<file path="src/hw/tgc_cfg.svh">
// tgc_cfg.svh: offsets, field positions, reset values for the timer gate control block
// assumes: included by bare name from the package, the top module, the checker and the test
`ifndef TGC_CFG_SVH
`define TGC_CFG_SVH
`define TGC_ADDR_W        12
`define TGC_OFS_A         12'hFCF
`define TGC_OFS_B         12'hFC9
`define TGC_OFS_C         12'hFC3
`define TGC_BIT_GATE_EN   7
`define TGC_BIT_GATE_POL  6
`define TGC_BIT_TOGGLE    5
`define TGC_BIT_SINGLE    4
`define TGC_BIT_ACQ       3
`define TGC_BIT_LEVEL     2
`define TGC_CTRL_RST      5'h00
`define TGC_NUM_TMR       3
`endif

</file>
<file path="src/hw/tgc_pkg.sv">
// tgc_pkg.sv: types shared by the timer gate control files
// assumes: nothing beyond the cfg header
`include "tgc_cfg.svh"
package tgc_pkg;
  typedef struct packed {
    logic enable;
    logic polarity;
    logic toggle_mode;
    logic single_pulse_mode;
    logic acquire_status;
  } tgc_ctrl_s;
  typedef enum logic [2:0] {
    TGC_SP_IDLE  = 3'b001,
    TGC_SP_ARMED = 3'b010,
    TGC_SP_RUN   = 3'b100
  } tgc_sp_e;
endpackage

</file>
<file path="src/hw/tgc_gate_unit.sv">
// tgc_gate_unit.sv: gate processing for one timer (polarity, toggle, single pulse)
// assumes: gate_in already synchronised to clk_in; por_n_in asynchronous power-on reset
module tgc_gate_unit (
  input  wire logic               clk_in,
  input  wire logic               por_n_in,
  input  wire logic               rst_n_in,
  input  wire tgc_pkg::tgc_ctrl_s ctrl_in,
  input  wire logic               on_in,
  input  wire logic               gate_in,
  output logic                    done_clr_out,
  output logic                    count_en_out,
  output logic                    level_out
);
  logic            pol_gate;
  logic            pol_gate_d_r;
  logic            tog_r;
  logic            proc_gate;
  logic            rise;
  tgc_pkg::tgc_sp_e sp_r;
  tgc_pkg::tgc_sp_e sp_nxt;

  assign pol_gate = ctrl_in.polarity ? gate_in : ~gate_in;
  assign rise     = pol_gate & ~pol_gate_d_r;

  always_ff @(posedge clk_in or negedge por_n_in) begin
    if (!por_n_in) begin
      pol_gate_d_r <= 1'b0;
    end else begin
      pol_gate_d_r <= pol_gate;
    end
  end

  // toggle flip-flop is held clear while toggle mode is off
  always_ff @(posedge clk_in or negedge por_n_in) begin
    if (!por_n_in) begin
      tog_r <= 1'b0;
    end else if (!ctrl_in.toggle_mode) begin
      tog_r <= 1'b0;
    end else if (rise) begin
      tog_r <= ~tog_r;
    end
  end

  assign proc_gate = ctrl_in.toggle_mode ? tog_r : pol_gate;

  // single pulse: arm on acquire, open at next rising edge of the gate (toggle mode: at once if the toggled gate is high), close at its end
  always_comb begin
    sp_nxt = sp_r;
    unique case (sp_r)
      tgc_pkg::TGC_SP_IDLE: begin
        if (ctrl_in.single_pulse_mode && ctrl_in.acquire_status) begin
          sp_nxt = (proc_gate && !ctrl_in.toggle_mode) ? sp_r : tgc_pkg::TGC_SP_ARMED;
        end
      end
      tgc_pkg::TGC_SP_ARMED: begin
        if (!ctrl_in.single_pulse_mode || !ctrl_in.acquire_status) begin
          sp_nxt = tgc_pkg::TGC_SP_IDLE;
        end else if (proc_gate) begin
          sp_nxt = tgc_pkg::TGC_SP_RUN;
        end
      end
      tgc_pkg::TGC_SP_RUN: begin
        if (!ctrl_in.single_pulse_mode || !proc_gate) begin
          sp_nxt = tgc_pkg::TGC_SP_IDLE;
        end
      end
      default: sp_nxt = tgc_pkg::TGC_SP_IDLE;
    endcase
  end

  always_ff @(posedge clk_in or negedge por_n_in) begin
    if (!por_n_in) begin
      sp_r <= tgc_pkg::TGC_SP_IDLE;
    end else begin
      sp_r <= sp_nxt;
    end
  end

  // end of the captured pulse ends the acquisition
  assign done_clr_out = (sp_r == tgc_pkg::TGC_SP_RUN) && (sp_nxt == tgc_pkg::TGC_SP_IDLE);

  always_comb begin
    level_out = ctrl_in.single_pulse_mode ? (sp_r == tgc_pkg::TGC_SP_RUN)
                                          : proc_gate;
    count_en_out = on_in && rst_n_in && (!ctrl_in.enable || level_out);
  end
endmodule

</file>
<file path="src/hw/tgc_top.sv">
// tgc_top.sv: timer gate control for three timers with their control registers
// assumes: a simple register port master on CLK_IN; gate pins asynchronous to CLK_IN
// Contract
// gate enable selects gated or free counting
// polarity picks high or low gate
// toggle mode divides gate by rising edges
// toggle bit cleared also clears toggle flop
// single pulse mode drives the gate
// clearing single pulse clears acquire status
// control bits clear only on power-on reset
// gate level bit reads processed gate
`include "tgc_cfg.svh"
module tgc_top (
  input  wire logic                      CLK_IN,
  input  wire logic                      ARST_N_IN,
  input  wire logic                      SOFT_RST_N_IN,
  input  wire logic [`TGC_ADDR_W-1:0]    ADDR_IN,
  input  wire logic [7:0]                WDATA_IN,
  input  wire logic                      WR_IN,
  input  wire logic                      RD_IN,
  input  wire logic [`TGC_NUM_TMR-1:0]   TIMER_ON_IN,
  input  wire logic [`TGC_NUM_TMR-1:0]   GATE_IN,
  output logic      [7:0]                RDATA_OUT,
  output logic      [`TGC_NUM_TMR-1:0]   COUNT_EN_OUT
);
  localparam int N = `TGC_NUM_TMR;

  tgc_pkg::tgc_ctrl_s   ctrl_r [N];
  logic [N-1:0]         gate_s1_r;
  logic [N-1:0]         gate_s2_r;
  logic                 soft_s1_r;
  logic                 soft_s2_r;
  logic [N-1:0]         done_clr;
  logic [N-1:0]         level;
  logic [N-1:0]         count_en;

  // map a bus address to a timer index; returns N when unmapped
  function automatic logic [1:0] tgc_decode(input logic [`TGC_ADDR_W-1:0] a);
    logic [1:0] idx;
    idx = 2'h3;
    if (a == `TGC_OFS_A) idx = 2'h0;
    if (a == `TGC_OFS_B) idx = 2'h1;
    if (a == `TGC_OFS_C) idx = 2'h2;
    return idx;
  endfunction

  always_ff @(posedge CLK_IN or negedge ARST_N_IN) begin
    if (!ARST_N_IN) begin
      gate_s1_r <= '0;
      gate_s2_r <= '0;
      soft_s1_r <= 1'b0;
      soft_s2_r <= 1'b0;
    end else begin
      gate_s1_r <= GATE_IN;
      gate_s2_r <= gate_s1_r;
      soft_s1_r <= SOFT_RST_N_IN;
      soft_s2_r <= soft_s1_r;
    end
  end

  // only the power-on reset touches the control bits; a soft reset leaves them as they are
  for (genvar i = 0; i < N; i++) begin : g_tmr
    always_ff @(posedge CLK_IN or negedge ARST_N_IN) begin
      if (!ARST_N_IN) begin
        ctrl_r[i] <= `TGC_CTRL_RST;
      end else begin
        if (WR_IN && tgc_decode(ADDR_IN) == 2'(i)) begin
          ctrl_r[i].enable            <= WDATA_IN[`TGC_BIT_GATE_EN];
          ctrl_r[i].polarity          <= WDATA_IN[`TGC_BIT_GATE_POL];
          ctrl_r[i].toggle_mode       <= WDATA_IN[`TGC_BIT_TOGGLE];
          ctrl_r[i].single_pulse_mode <= WDATA_IN[`TGC_BIT_SINGLE];
          ctrl_r[i].acquire_status    <= WDATA_IN[`TGC_BIT_ACQ] & WDATA_IN[`TGC_BIT_SINGLE];
        end else if (!ctrl_r[i].single_pulse_mode) begin
          ctrl_r[i].acquire_status    <= 1'b0;
        end else if (done_clr[i]) begin
          ctrl_r[i].acquire_status    <= 1'b0;
        end
      end
    end

    tgc_gate_unit u_gate (
      .clk_in       (CLK_IN),
      .por_n_in     (ARST_N_IN),
      .rst_n_in     (soft_s2_r),
      .ctrl_in      (ctrl_r[i]),
      .on_in        (TIMER_ON_IN[i]),
      .gate_in      (gate_s2_r[i]),
      .done_clr_out (done_clr[i]),
      .count_en_out (count_en[i]),
      .level_out    (level[i])
    );
  end

  always_ff @(posedge CLK_IN or negedge ARST_N_IN) begin
    if (!ARST_N_IN) begin
      COUNT_EN_OUT <= '0;
    end else begin
      COUNT_EN_OUT <= count_en;
    end
  end

  // read data is valid only in the cycle after the strobe; unmapped reads give zero
  always_ff @(posedge CLK_IN or negedge ARST_N_IN) begin
    if (!ARST_N_IN) begin
      RDATA_OUT <= 8'h00;
    end else if (RD_IN && tgc_decode(ADDR_IN) != 2'h3) begin
      RDATA_OUT <= {ctrl_r[tgc_decode(ADDR_IN)], level[tgc_decode(ADDR_IN)], 2'b00};
    end else begin
      RDATA_OUT <= 8'h00;
    end
  end
endmodule

</file>
<file path="config.mk">
export PLATFORM = sky130hd
export DESIGN_NAME = tgc_top
export DESIGN_NICKNAME = d
export VERILOG_FILES = /design/src/hw/tgc_pkg.sv /design/src/hw/tgc_gate_unit.sv /design/src/hw/tgc_top.sv
export VERILOG_INCLUDE_DIRS = /design/src /design/src/hw
export SDC_FILE = /design/constraint.sdc
export NUM_CORES = 1
export LEC_CHECK = 0
export ABC_AREA = 0
export BUFFER_PORTS_ARGS = -buffer_cell sky130_fd_sc_hd__clkbuf_2
export CAP_MARGIN = 20
export CORE_MARGIN = 2
export CORE_UTILIZATION = 50
export DETAILED_ROUTE_END_ITERATION = 10
export PLACE_DENSITY_LB_ADDON = 0.08
export SLEW_MARGIN = 30
export SYNTH_ARGS = -nofsm -noshare
export SYNTH_HDL_FRONTEND = slang
export SYNTH_SLANG_ARGS = --single-unit
</file>
<file path="constraint.sdc">
create_clock -name CLK_IN -period 3 [get_ports CLK_IN]
set_input_delay 0 -clock CLK_IN [delete_from_list [all_inputs] [get_ports CLK_IN]]
set_output_delay 0 -clock CLK_IN [all_outputs]
set_load 0.02 [all_outputs]
</file>
==> run metrics, run 1 <==
Max Fclk 628 MHz; Finished Layout Cells 297; Placer Congestion 0.772; Max Cap Viol 0; family with the most delay on the worst path flip-flops; Crit-path slowest cell dfrtp_1; Longest Clk Path Bufs 2; die height 71.0 um; register area 1180 um^2; CTS Buf Count 5; Final Hold Vio Count 0; WP buf/inv 0; total die area 5040 um^2; initial antenna violation count 0; Port Buffers 36; Tmin final 1.59 ns; GR Overflow Total 0; max-slew violations 0; RSZ-0062 raised after global routing false; first drt pass iteration count 4; Yosys reg bits 47; Rows 24; Vias 1680; final core utilization 61.7%; DP Area 2450 um^2; Multi-input gate area 998 um^2; largest net degree at the start of global routing 25; Antenna Nets Post-Route 0; top cells by area, synth dfrtp_1, mux2_2, dfstp_2, nor2_1, o21ai_0; Reg clk slew, reported paths 0.08 ns; Hold WS 0.0151 ns; vias in the first global route 1692; Async SR Flop Fraction 100%; # H-tree levels 2; Die X 71.0 um; Crit path arrival time 1.78 ns; FILL cells 373; final net count 275; cell count after synthesis 195; HP Class input pin to register; wire per inst 16.0 um; Design Area, Final 2670 um^2; worst vdd ir 295 uV; area fraction of the dominant cell type after synthesis 49.1%; most common cell after layout, fill and taps aside dfrtp_1; Root Driver clkbuf_8; Yosys top cell by area dfrtp_1; status completed; final WL 4.74 mm; CTS tree built; share of layout cells above drive strength 1 29.4%; Initial Utilization 51.9%; Clock Latency Late Sink 0.29 ns; # DRC 0; DR vias/cell 5.66; Max stage delay on crit path 0.41 ns; crit-path cells xnor2_1 > mux2i_1 > o2111ai_1 > nor4b_1; initial DRC count 58; number of synthesis warnings 0; worst-path fanout max 5; clock skew 0.00449 ns; clk sinks 47; post-route setup TNS 0 ns; most frequent cells in the layout dfrtp_1, clkbuf_2, nor2_1; synthesized area 2240 um^2; worst slew pin tran 0.574 ns; first-pass GRT wire length 7.92 mm; EDFF count, synth 0; Inst Count DP 279; sequential-to-total area share from yosys stat 52.6%; setup violators final 0; Core Region 4320 um^2; Period Utilization, post-route 53.1%; post-CTS sizing 0; area delta synth->final 18.9%; ys flop type dfrtp_1; Setup CP Type register to register; Crit path required time 3.19 ns; diode count 0; max_slew headroom 61.7%; Avg Cell Area, Syn 11.5 um^2; power per cell area 454 nW/um^2; HPWL Detailed 3.55 mm; Synth cell types 49; crit end category register; Pleak 1.26 nW; io pins 42; GR Util All Layers 20.4%; startpoint types register
registers in the layout, indices dropped and copies added (netlist names):
signal	count
ctrl_r	15
g_tmr.u_gate.sp_r	9
RDATA_OUT	6
COUNT_EN_OUT	3
g_tmr.u_gate.pol_gate_d_r	3
g_tmr.u_gate.tog_r	3
gate_s1_r	3
gate_s2_r	3
soft_s1_r	1
soft_s2_r	1
report_power, final:
group	total [W]	leakage [nW]	switching [W]	internal [W]
sequential	0.000648	0.618	0.00000464	0.000644
clock	0.000472	0.0612	0.000203	0.000270
combinational	0.0000903	0.586	0.0000529	0.0000374
total	0.00121	1.26	0.000260	0.000950
stage by stage:
stage,power (W),setup slack (ns)
after CTS,0.00122,1.38
after floorplan,0.000700,1.68
after global placement,0.000738,1.46
after global routing,0.00126,1.25
final,0.00121,1.41
after detailed placement,0.000742,1.39
cells by family (layout without fill, tap and decap cells):
kind of cell	Yosys count	in the layout	synth area share [%]
AOI/OAI and AO/OA	44	44	14.8
muxes	16	16	7.81
DFF	47	47	52.6
xor gates and xnor gates	6	6	2.34
other	1	2	0.167
and+or+nand+nor	70	70	19.2
buffers and inverters	11	60	3.07
final timing paths:
kind | slack (ns) | end | startpoint | depth (start not counted)
max in group asynchronous | 2.00 | g_tmr[0].u_gate.sp_r[0]$_DFF_PN1_ | ARST_N_IN | 3
worst min-delay path | 0.02 | RDATA_OUT[6]$_DFF_PN0_ | ADDR_IN[2] | 2
min in group asynchronous | 0.23 | g_tmr[1].u_gate.sp_r[2]$_DFF_PN0_ | ARST_N_IN | 2
worst min register to register | 0.35 | soft_s2_r$_DFF_PN0_ | soft_s1_r$_DFF_PN0_ | 0
worst max-delay path | 1.41 | RDATA_OUT[2]$_DFF_PN0_ | ctrl_r[13]$_DFFE_PN0P_ | 4
worst max register to register | 1.41 | RDATA_OUT[2]$_DFF_PN0_ | ctrl_r[13]$_DFFE_PN0P_ | 4
routing by layer:
layer  vias to the layer above  GRT usage [%]  wire (um)
li1                        811              -          -
met1                       821           25.4       1980
met2                        39           35.7       2470
met3                         9           4.27        210
met4                         0           6.29         76
met5                         -              0          0
area by class of cell:
type / instances / area share (%)
repair buffers: 47 / 10.8
multi-input cells: 138 / 37.4
well taps: 52 / 2.44
inverters: 5 / 0.704
clock inverters: 2 / 1.31
clock buffers: 6 / 3.10
flip-flops and latches: 47 / 44.2
synthesized netlist by cell type, drive strengths merged (3+ instances only):
cell / count
a2111oi: 3
a211oi: 3
a21boi: 3
a21oi: 5
and2: 5
and4: 3
buf: 6
dfrtp: 44
dfstp: 3
inv: 5
mux2: 12
mux2i: 4
nand2: 12
nand2b: 6
nand3: 6
nor2: 18
nor4b: 3
o21ai: 11
o22ai: 5
o31ai: 3
or3: 3
xnor2: 3
xor2: 3
repair_timing:
action                    4_1_cts  5_1_grt
hold buffers                   10        0
hold endpoints to repair       35        0
setup buffers                   0        0
No activity file was read; power rests on OpenSTA's default activity.
==> run 2, diff against run 1 <==
--- a/config.mk
+++ b/config.mk
@@ -6,7 +6,7 @@
 export SDC_FILE = /design/constraint.sdc
 export NUM_CORES = 1
 export LEC_CHECK = 0
-export ABC_AREA = 0
+export ABC_AREA = 1
 export BUFFER_PORTS_ARGS = -buffer_cell sky130_fd_sc_hd__clkbuf_2
 export CAP_MARGIN = 20
 export CORE_MARGIN = 2
==> constraint.sdc (replaced) <==
create_clock -name CLK_IN -period 1.41 [get_ports CLK_IN]
set_input_delay 0 -clock CLK_IN [delete_from_list [all_inputs] [get_ports CLK_IN]]
set_output_delay 0 -clock CLK_IN [all_outputs]
set_load 0.02 [all_outputs]
==> run 2 against run 1 <==
  * Global-route usage is 0.96 points lower
  * Combinational power rose to 2.7 times the previous value
  * Sequential cell count unchanged
  * Utilization is 2.3 points higher
  * Critical endpoint unchanged
  * Largest power group unchanged
==> run metrics, run 2 <==
status completed; Crit path required time 1.65 ns (-1.54 ns); Synth cell types 35 (-29%); Die X 72.6 um (+2.2%); Crit path arrival time 1.54 ns (-0.24 ns); # DRC 0 (unchanged); Tmin final 1.30 ns (-0.291 ns); CTS tree built; Seq pwr share 55.1% (+1.6 points); first-pass GRT wire length 7.86 mm (-0.78%); sequential-to-total area share from yosys stat 50.2% (-2.4 points); Logic pwr share 9.8% (+2.3 points); Reg clk slew, reported paths 0.09 ns (about the same); Post-synth top cells nand2_1, inv_1, dfrtp_1; count leader, synth nand2_1; crit end category register; max-slew violations 0 (unchanged); Initial Utilization 52.9% (+1.0 points); post-route setup TNS 0 ns (unchanged); final net count 362 (+32%); Final Hold Vio Count 0 (unchanged); Root Driver clkbuf_8; area fraction of the dominant cell type after synthesis 46.8% (-2.2 points); Setup CP Type register to register; final core utilization 64.0% (+2.3 points); area delta synth->final 21.0%; clk sinks 47 (unchanged); GR Overflow Total 0 (unchanged); internal power 0.00193 W (+100%); Yosys reg bits 47 (unchanged); Placer Congestion 0.832 (+7.8%); diode count 0 (unchanged); most common cell after layout, fill and taps aside nand2_1; Max Cap Viol 0 (unchanged); Avg Cell Area, Syn 8.55 um^2 (-26%); most flop-heavy register ctrl_r; EDFF count, synth 0 (unchanged); initial DRC count 91 (+57%); io pins 42 (unchanged); HPWL Detailed 3.31 mm (-7.0%); Max Fclk 768 MHz (+22%); GR Util All Layers 19.5% (-0.96 points); number of synthesis warnings 0 (unchanged); Core Region 4440 um^2 (+2.8%); ys flop type dfrtp_1; most frequent cells in the layout nand2_1, inv_1, dfrtp_1; Largest register FFs 15 (unchanged); share of layout cells above drive strength 1 24.4% (-5.0 points); worst-path fanout max 4 (-1); switching power of the nets 0.000607 W (+130%); die height 72.6 um (+2.2%); clock network power share 35.1% (-3.9 points); synthesized area 2350 um^2 (+4.8%); Antenna Nets Post-Route 0 (unchanged); worst vdd ir 491 uV (+66%); HP Class input pin to register; # H-tree levels 2 (unchanged); Vias 1896 (+13%); top cells by area, synth dfrtp_1, nand2_1, inv_1, nand3_1, dfstp_2; post-CTS setup buffers 0 (unchanged); total die area 5270 um^2 (+4.5%); vias in the first global route 1858 (+9.8%); largest net degree at the start of global routing 48 (+92%); DR vias/cell 4.94 (-13%); Port Buffers 36 (unchanged); Async SR Flop Fraction 100% (unchanged); clock skew 0.00849 ns (+0.00400 ns); switching share of power 23.9% (+2.4 points); final WL 4.48 mm (-5.4%); Yosys top cell by area dfrtp_1; wire per inst 11.7 um (-27%); CTS Buf Count 5 (unchanged); RSZ-0062 raised after global routing false; initial antenna violation count 0 (unchanged); Longest Clk Path Bufs 2 (unchanged); biggest regs ctrl_r x15, g_tmr.u_gate.sp_r x9, RDATA_OUT x6; reg-to-reg setup timing slack 0.11 ns (-1.30 ns); cell count after synthesis 275 (+41%); Clock Latency Late Sink 0.30 ns (about the same); first drt pass iteration count 4 (unchanged); setup violators final 0 (unchanged); Pleak 1.54 nW (+22%); power per cell area 893 nW/um^2 (+97%); Rows 24 (unchanged); Period Utilization, post-route 92.3% (+39 points); startpoint types register
## run 2: cell count changes after synthesis, sizes merged, moves of 4 or more
cell,delta
nand2,+58
inv,+44
nand3,+23
o21ai,+14
mux2,-12
nand2b,-6
and2,-5
nand4,+5
nor3,+5
buf,-4
mux2i,-4
o22ai,-4
## run 2: worst paths after layout
check / start / endpoint / cells past startpoint
max reg2reg: g_tmr[0].u_gate.sp_r[1]$_DFF_PN0_ / RDATA_OUT[2]$_DFF_PN0_ / 5
min: WDATA_IN[6] / ctrl_r[3]$_DFFE_PN0P_ / 3
min reg2reg: soft_s1_r$_DFF_PN0_ / soft_s2_r$_DFF_PN0_ / 0
min in group asynchronous: ARST_N_IN / g_tmr[2].u_gate.tog_r$_DFFE_PN0P_ / 3
max: g_tmr[0].u_gate.sp_r[1]$_DFF_PN0_ / RDATA_OUT[2]$_DFF_PN0_ / 5
max in group asynchronous: ARST_N_IN / g_tmr[1].u_gate.sp_r[0]$_DFF_PN1_ / 3
## run 2: power groups by stage
stage	sequential [W]	combinational, W	clock [W]
floorplan	0.00143	0.000122	0
global placement	0.00142	0.000217	0
detailed placement	0.00143	0.000222	0
CTS	0.00140	0.000251	0.000925
global route	0.00140	0.000286	0.000966
finish	0.00140	0.000248	0.000892
## run 2: area by class of cell
| type | count | area (um^2) |
|---|---|---|
| sequential | 47 | 1180 |
| multi-input combinational | 177 | 971 |
| timing repair buffer | 51 | 340 |
| fill | 373 | 1600 |
| inverter | 49 | 184 |
| tap | 52 | 65.1 |
| clock buffer | 7 | 96.3 |
| clock inverter | 1 | 7.51 |
## run 2: logic make-up after synthesis
logic type | after synthesis | share of synthesized area (%)
AND/OR/NAND/NOR | 136 | 30.0
buffers and inverters | 52 | 8.67
flip-flops | 47 | 50.2
AO/OA/AOI/OAI | 37 | 10.2
XOR/XNOR | 2 | 0.745
other | 1 | 0.160
## run 2: repair_timing
action / in CTS / in global routing
setup endpoints to repair: 0 / 0
gates resized for setup: 0 / 0
hold buffers: 14 / 0
endpoints found under the hold margin: 67 / 0
## run 2: critical path, cell delays in order, from the launching register on
cell	delay, ns
dfrtp_1	0.41
nor3_1	0.32
nand2_1	0.17
nand3_1	0.15
nand3_1	0.08
nor2_1	0.10
## run 2: stage by stage
step	hold slack [ns]	instance area, um^2	std cells	power [W]	worst slack, ns
detailed placement	0.00273	2600	362	0.00165	0.154
global route	0.0170	2840	384	0.00266	0.0347
finish	0.0166	2840	384	0.00254	0.109
global placement	0.00396	2600	362	0.00164	0.179
CTS	0.0133	2840	384	0.00258	0.132
floorplan	-0.296	2350	276	0.00155	0.264
## run 2: routing by layer
metal / GRT usage [%] / vias up / share of wire [%]
met3: 4.14 / 4 / 4.4
li1: - / 983 / -
met2: 32.3 / 43 / 48
met5: 0 / - / 0
met4: 8.02 / 0 / 0.85
met1: 24.7 / 866 / 47
==> run 3, diff against run 2 <==
--- a/config.mk
+++ b/config.mk
@@ -9,8 +9,10 @@
 export ABC_AREA = 1
 export BUFFER_PORTS_ARGS = -buffer_cell sky130_fd_sc_hd__clkbuf_2
 export CAP_MARGIN = 20
+export CELL_PAD_IN_SITES_DETAIL_PLACEMENT = 0
+export CELL_PAD_IN_SITES_GLOBAL_PLACEMENT = 1
 export CORE_MARGIN = 2
-export CORE_UTILIZATION = 50
+export CORE_UTILIZATION = 37
 export DETAILED_ROUTE_END_ITERATION = 10
 export PLACE_DENSITY_LB_ADDON = 0.08
 export SLEW_MARGIN = 30
==> run 3 against run 2 <==
  * Non-clock buffer count is 2 lower
  * Final area hardly changed
  * Total power is 4.3% lower
  * Sequential share of layout area hardly changed
  * Cell count is 6.0% higher
  * Register-to-register slack better by 0.05 ns
  * Sequential cell count stayed put
==> run metrics, run 3 (synthesized netlist as in run 2, its figures left out) <==
Initial Utilization 37.7% (-15 points); Pleak 1.53 nW (-0.78%); Multi-input gate area 983 um^2 (+1.3%); family with the most delay on the worst path simple AND/OR/NAND/NOR gates; max-slew violations 0 (unchanged); Hold Path Depth 3 (unchanged); RSZ-0062 raised after global routing false; Crit-path slowest cell dfrtp_1; post-route setup TNS 0 ns (unchanged); worst-path fanout max 4 (unchanged); Final Hold Vio Count 0 (unchanged); clock network power share 32.3% (-2.8 points); FILL cells 641 (+72%); initial DRC count 92 (+1.1%); CTS tree built; Root Driver clkbuf_8; Core Region 6240 um^2 (+40%); diode count 0 (unchanged); r2r endpoint g_tmr[0].u_gate.sp_r[2]$_DFF_PN0_; largest net degree at the start of global routing 48 (unchanged); crit-path cells or2_1 > nand2_1 > nand2_1 > o21ai_2 > o21ai_0 > a21oi_1; worst vdd ir 370 uV (-25%); Clock Latency Late Sink 0.29 ns (about the same); Reg clk slew, reported paths 0.08 ns (about the same); Period Utilization, post-route 88.7% (-3.6 points); setup violators final 0 (unchanged); area delta synth->final 21.0% (about the same); FF-to-FF Start ctrl_r[13]$_DFFE_PN0P_; Die X 83.7 um (+15%); Largest register FFs 15 (unchanged); clk sinks 47 (unchanged); Crit path required time 1.63 ns (-0.02 ns); GR Overflow Total 0 (unchanged); post-CTS setup buffers 0 (unchanged); clock skew 0.00293 ns (-0.00557 ns); first-pass GRT wire length 8.41 mm (+7.0%); # H-tree levels 2 (unchanged); initial antenna violation count 0 (unchanged); final core utilization 45.6% (-18 points); final net count 360 (-0.55%); most common cell after layout, fill and taps aside nand2_1; total die area 7010 um^2 (+33%); Max Fclk 800 MHz (+4.1%); vias in the first global route 1786 (-3.9%); biggest regs ctrl_r x15, g_tmr.u_gate.sp_r x9, RDATA_OUT x6; HP Class input pin to register; Setup CP Type register to register; switching share of power 24.6% (+0.66 points); Logic pwr share 10.2% (+0.4 points); switching power of the nets 0.000597 W (-1.6%); first drt pass iteration count 4 (unchanged); share of layout cells above drive strength 1 24.8% (+0.45 points); most flop-heavy register ctrl_r; Max Cap Viol 0 (unchanged); PnR worst setup slack 0.160 ns (+0.0512 ns); Tmin final 1.25 ns (-0.0512 ns); HPWL Detailed 3.67 mm (+11%); crit end category register; # DRC 0 (unchanged); die height 83.7 um (+15%); Port Buffers 36 (unchanged); power per cell area 854 nW/um^2 (-4.3%); internal power 0.00183 W (-5.1%); startpoint types register; reg2reg path depth 6 (+1); end point of the worst hold path RDATA_OUT[3]$_DFF_PN0_; post-place setup slack 0.114 ns (-0.0402 ns); Vias 1854 (-2.2%); HP Start RD_IN; DR vias/cell 4.56 (-7.7%); WP buf/inv 0 (unchanged); wire per inst 11.6 um (-0.56%); GR Util All Layers 14.9% (-4.6 points); reg-to-reg setup timing slack 0.16 ns (+0.05 ns); most frequent cells in the layout nand2_1, inv_1, dfrtp_1; Placer Congestion 0.740 (-11%); Crit path arrival time 1.47 ns (-0.07 ns); Rows 29 (+21%); io pins 42 (unchanged); most frequent CP cell nand2_1; final WL 4.73 mm (+5.4%); status completed; register area 1180 um^2 (unchanged); CTS Buf Count 5 (unchanged); Max stage delay on crit path 0.41 ns (about the same); Antenna Nets Post-Route 0 (unchanged); Seq pwr share 57.5% (+2.4 points); Longest Clk Path Bufs 2 (unchanged)
## run 3: per-stage QoR
step	power [W]	std cells	hold slack, ns	area [um^2]
after floorplan	0.00155	276	-0.296	2350
after global placement	0.00165	387	0.00975	2630
after detailed placement	0.00165	387	0.0126	2630
after CTS	0.00247	407	0.00470	2830
after global routing	0.00257	407	0.0125	2850
final	0.00243	407	0.00309	2850
## run 3: layer usage
| metal | global-route usage, % | part of all wire (%) | routed length [um] | up-vias |
|---|---|---|---|---|
| li1 | - | - | - | 978 |
| met1 | 20.3 | 49 | 2320 | 838 |
| met2 | 24.4 | 46 | 2190 | 32 |
| met3 | 2.97 | 3.3 | 158 | 6 |
| met4 | 3.96 | 1.2 | 57 | 0 |
| met5 | 0 | 0 | 0 | - |
## run 3: how the worst max path moves through the flow
stage                                   endpoint  slack (ns)  cells after the start                         startpoint
2_1_floorplan  g_tmr[2].u_gate.tog_r$_DFFE_PN0P_        0.26                      4              ctrl_r[3]$_DFFE_PN0P_
3_3_place_gp              RDATA_OUT[2]$_DFF_PN0_        0.14                      5  g_tmr[0].u_gate.sp_r[1]$_DFF_PN0_
3_5_place_dp              RDATA_OUT[2]$_DFF_PN0_        0.11                      5  g_tmr[0].u_gate.sp_r[1]$_DFF_PN0_
4_1_cts                   RDATA_OUT[2]$_DFF_PN0_         0.1                      5  g_tmr[0].u_gate.sp_r[1]$_DFF_PN0_
5_1_grt                   ctrl_r[10]$_DFFE_PN0P_        0.02                      8             ctrl_r[13]$_DFFE_PN0P_
6_report       g_tmr[0].u_gate.sp_r[2]$_DFF_PN0_        0.16                      6             ctrl_r[13]$_DFFE_PN0P_
## run 3: power groups by stage
stage	Sequential (W)	Combinational, W	Clock [W]
3_3_place_gp	0.00142	0.000224	0
6_report	0.00140	0.000247	0.000785
5_1_grt	0.00140	0.000285	0.000881
3_5_place_dp	0.00142	0.000226	0
4_1_cts	0.00140	0.000253	0.000824
2_1_floorplan	0.00143	0.000122	0
## run 3: what timing repair did
item	4_1_cts	5_1_grt
gates resized for setup	0	3
hold buffers	12	0
hold endpoints to repair	60	0
endpoints found under the setup margin	0	3
## run 3: worst reg2reg max path: cells and delay by family, from the launching register on
kind,cells,cell delay (ns)
flip-flops,1,0.41
AO/OA/AOI/OAI,3,0.34
AND/OR/NAND/NOR,3,0.42
## run 3: area by class of cell
cell class              count  area share (%)
repair buffers             49            11.3
inverters                  49            6.46
well taps                  77            3.39
clock buffers               7            2.68
multi-input cells         177            34.6
flip-flops and latches     47            41.5
clock inverters             1           0.176
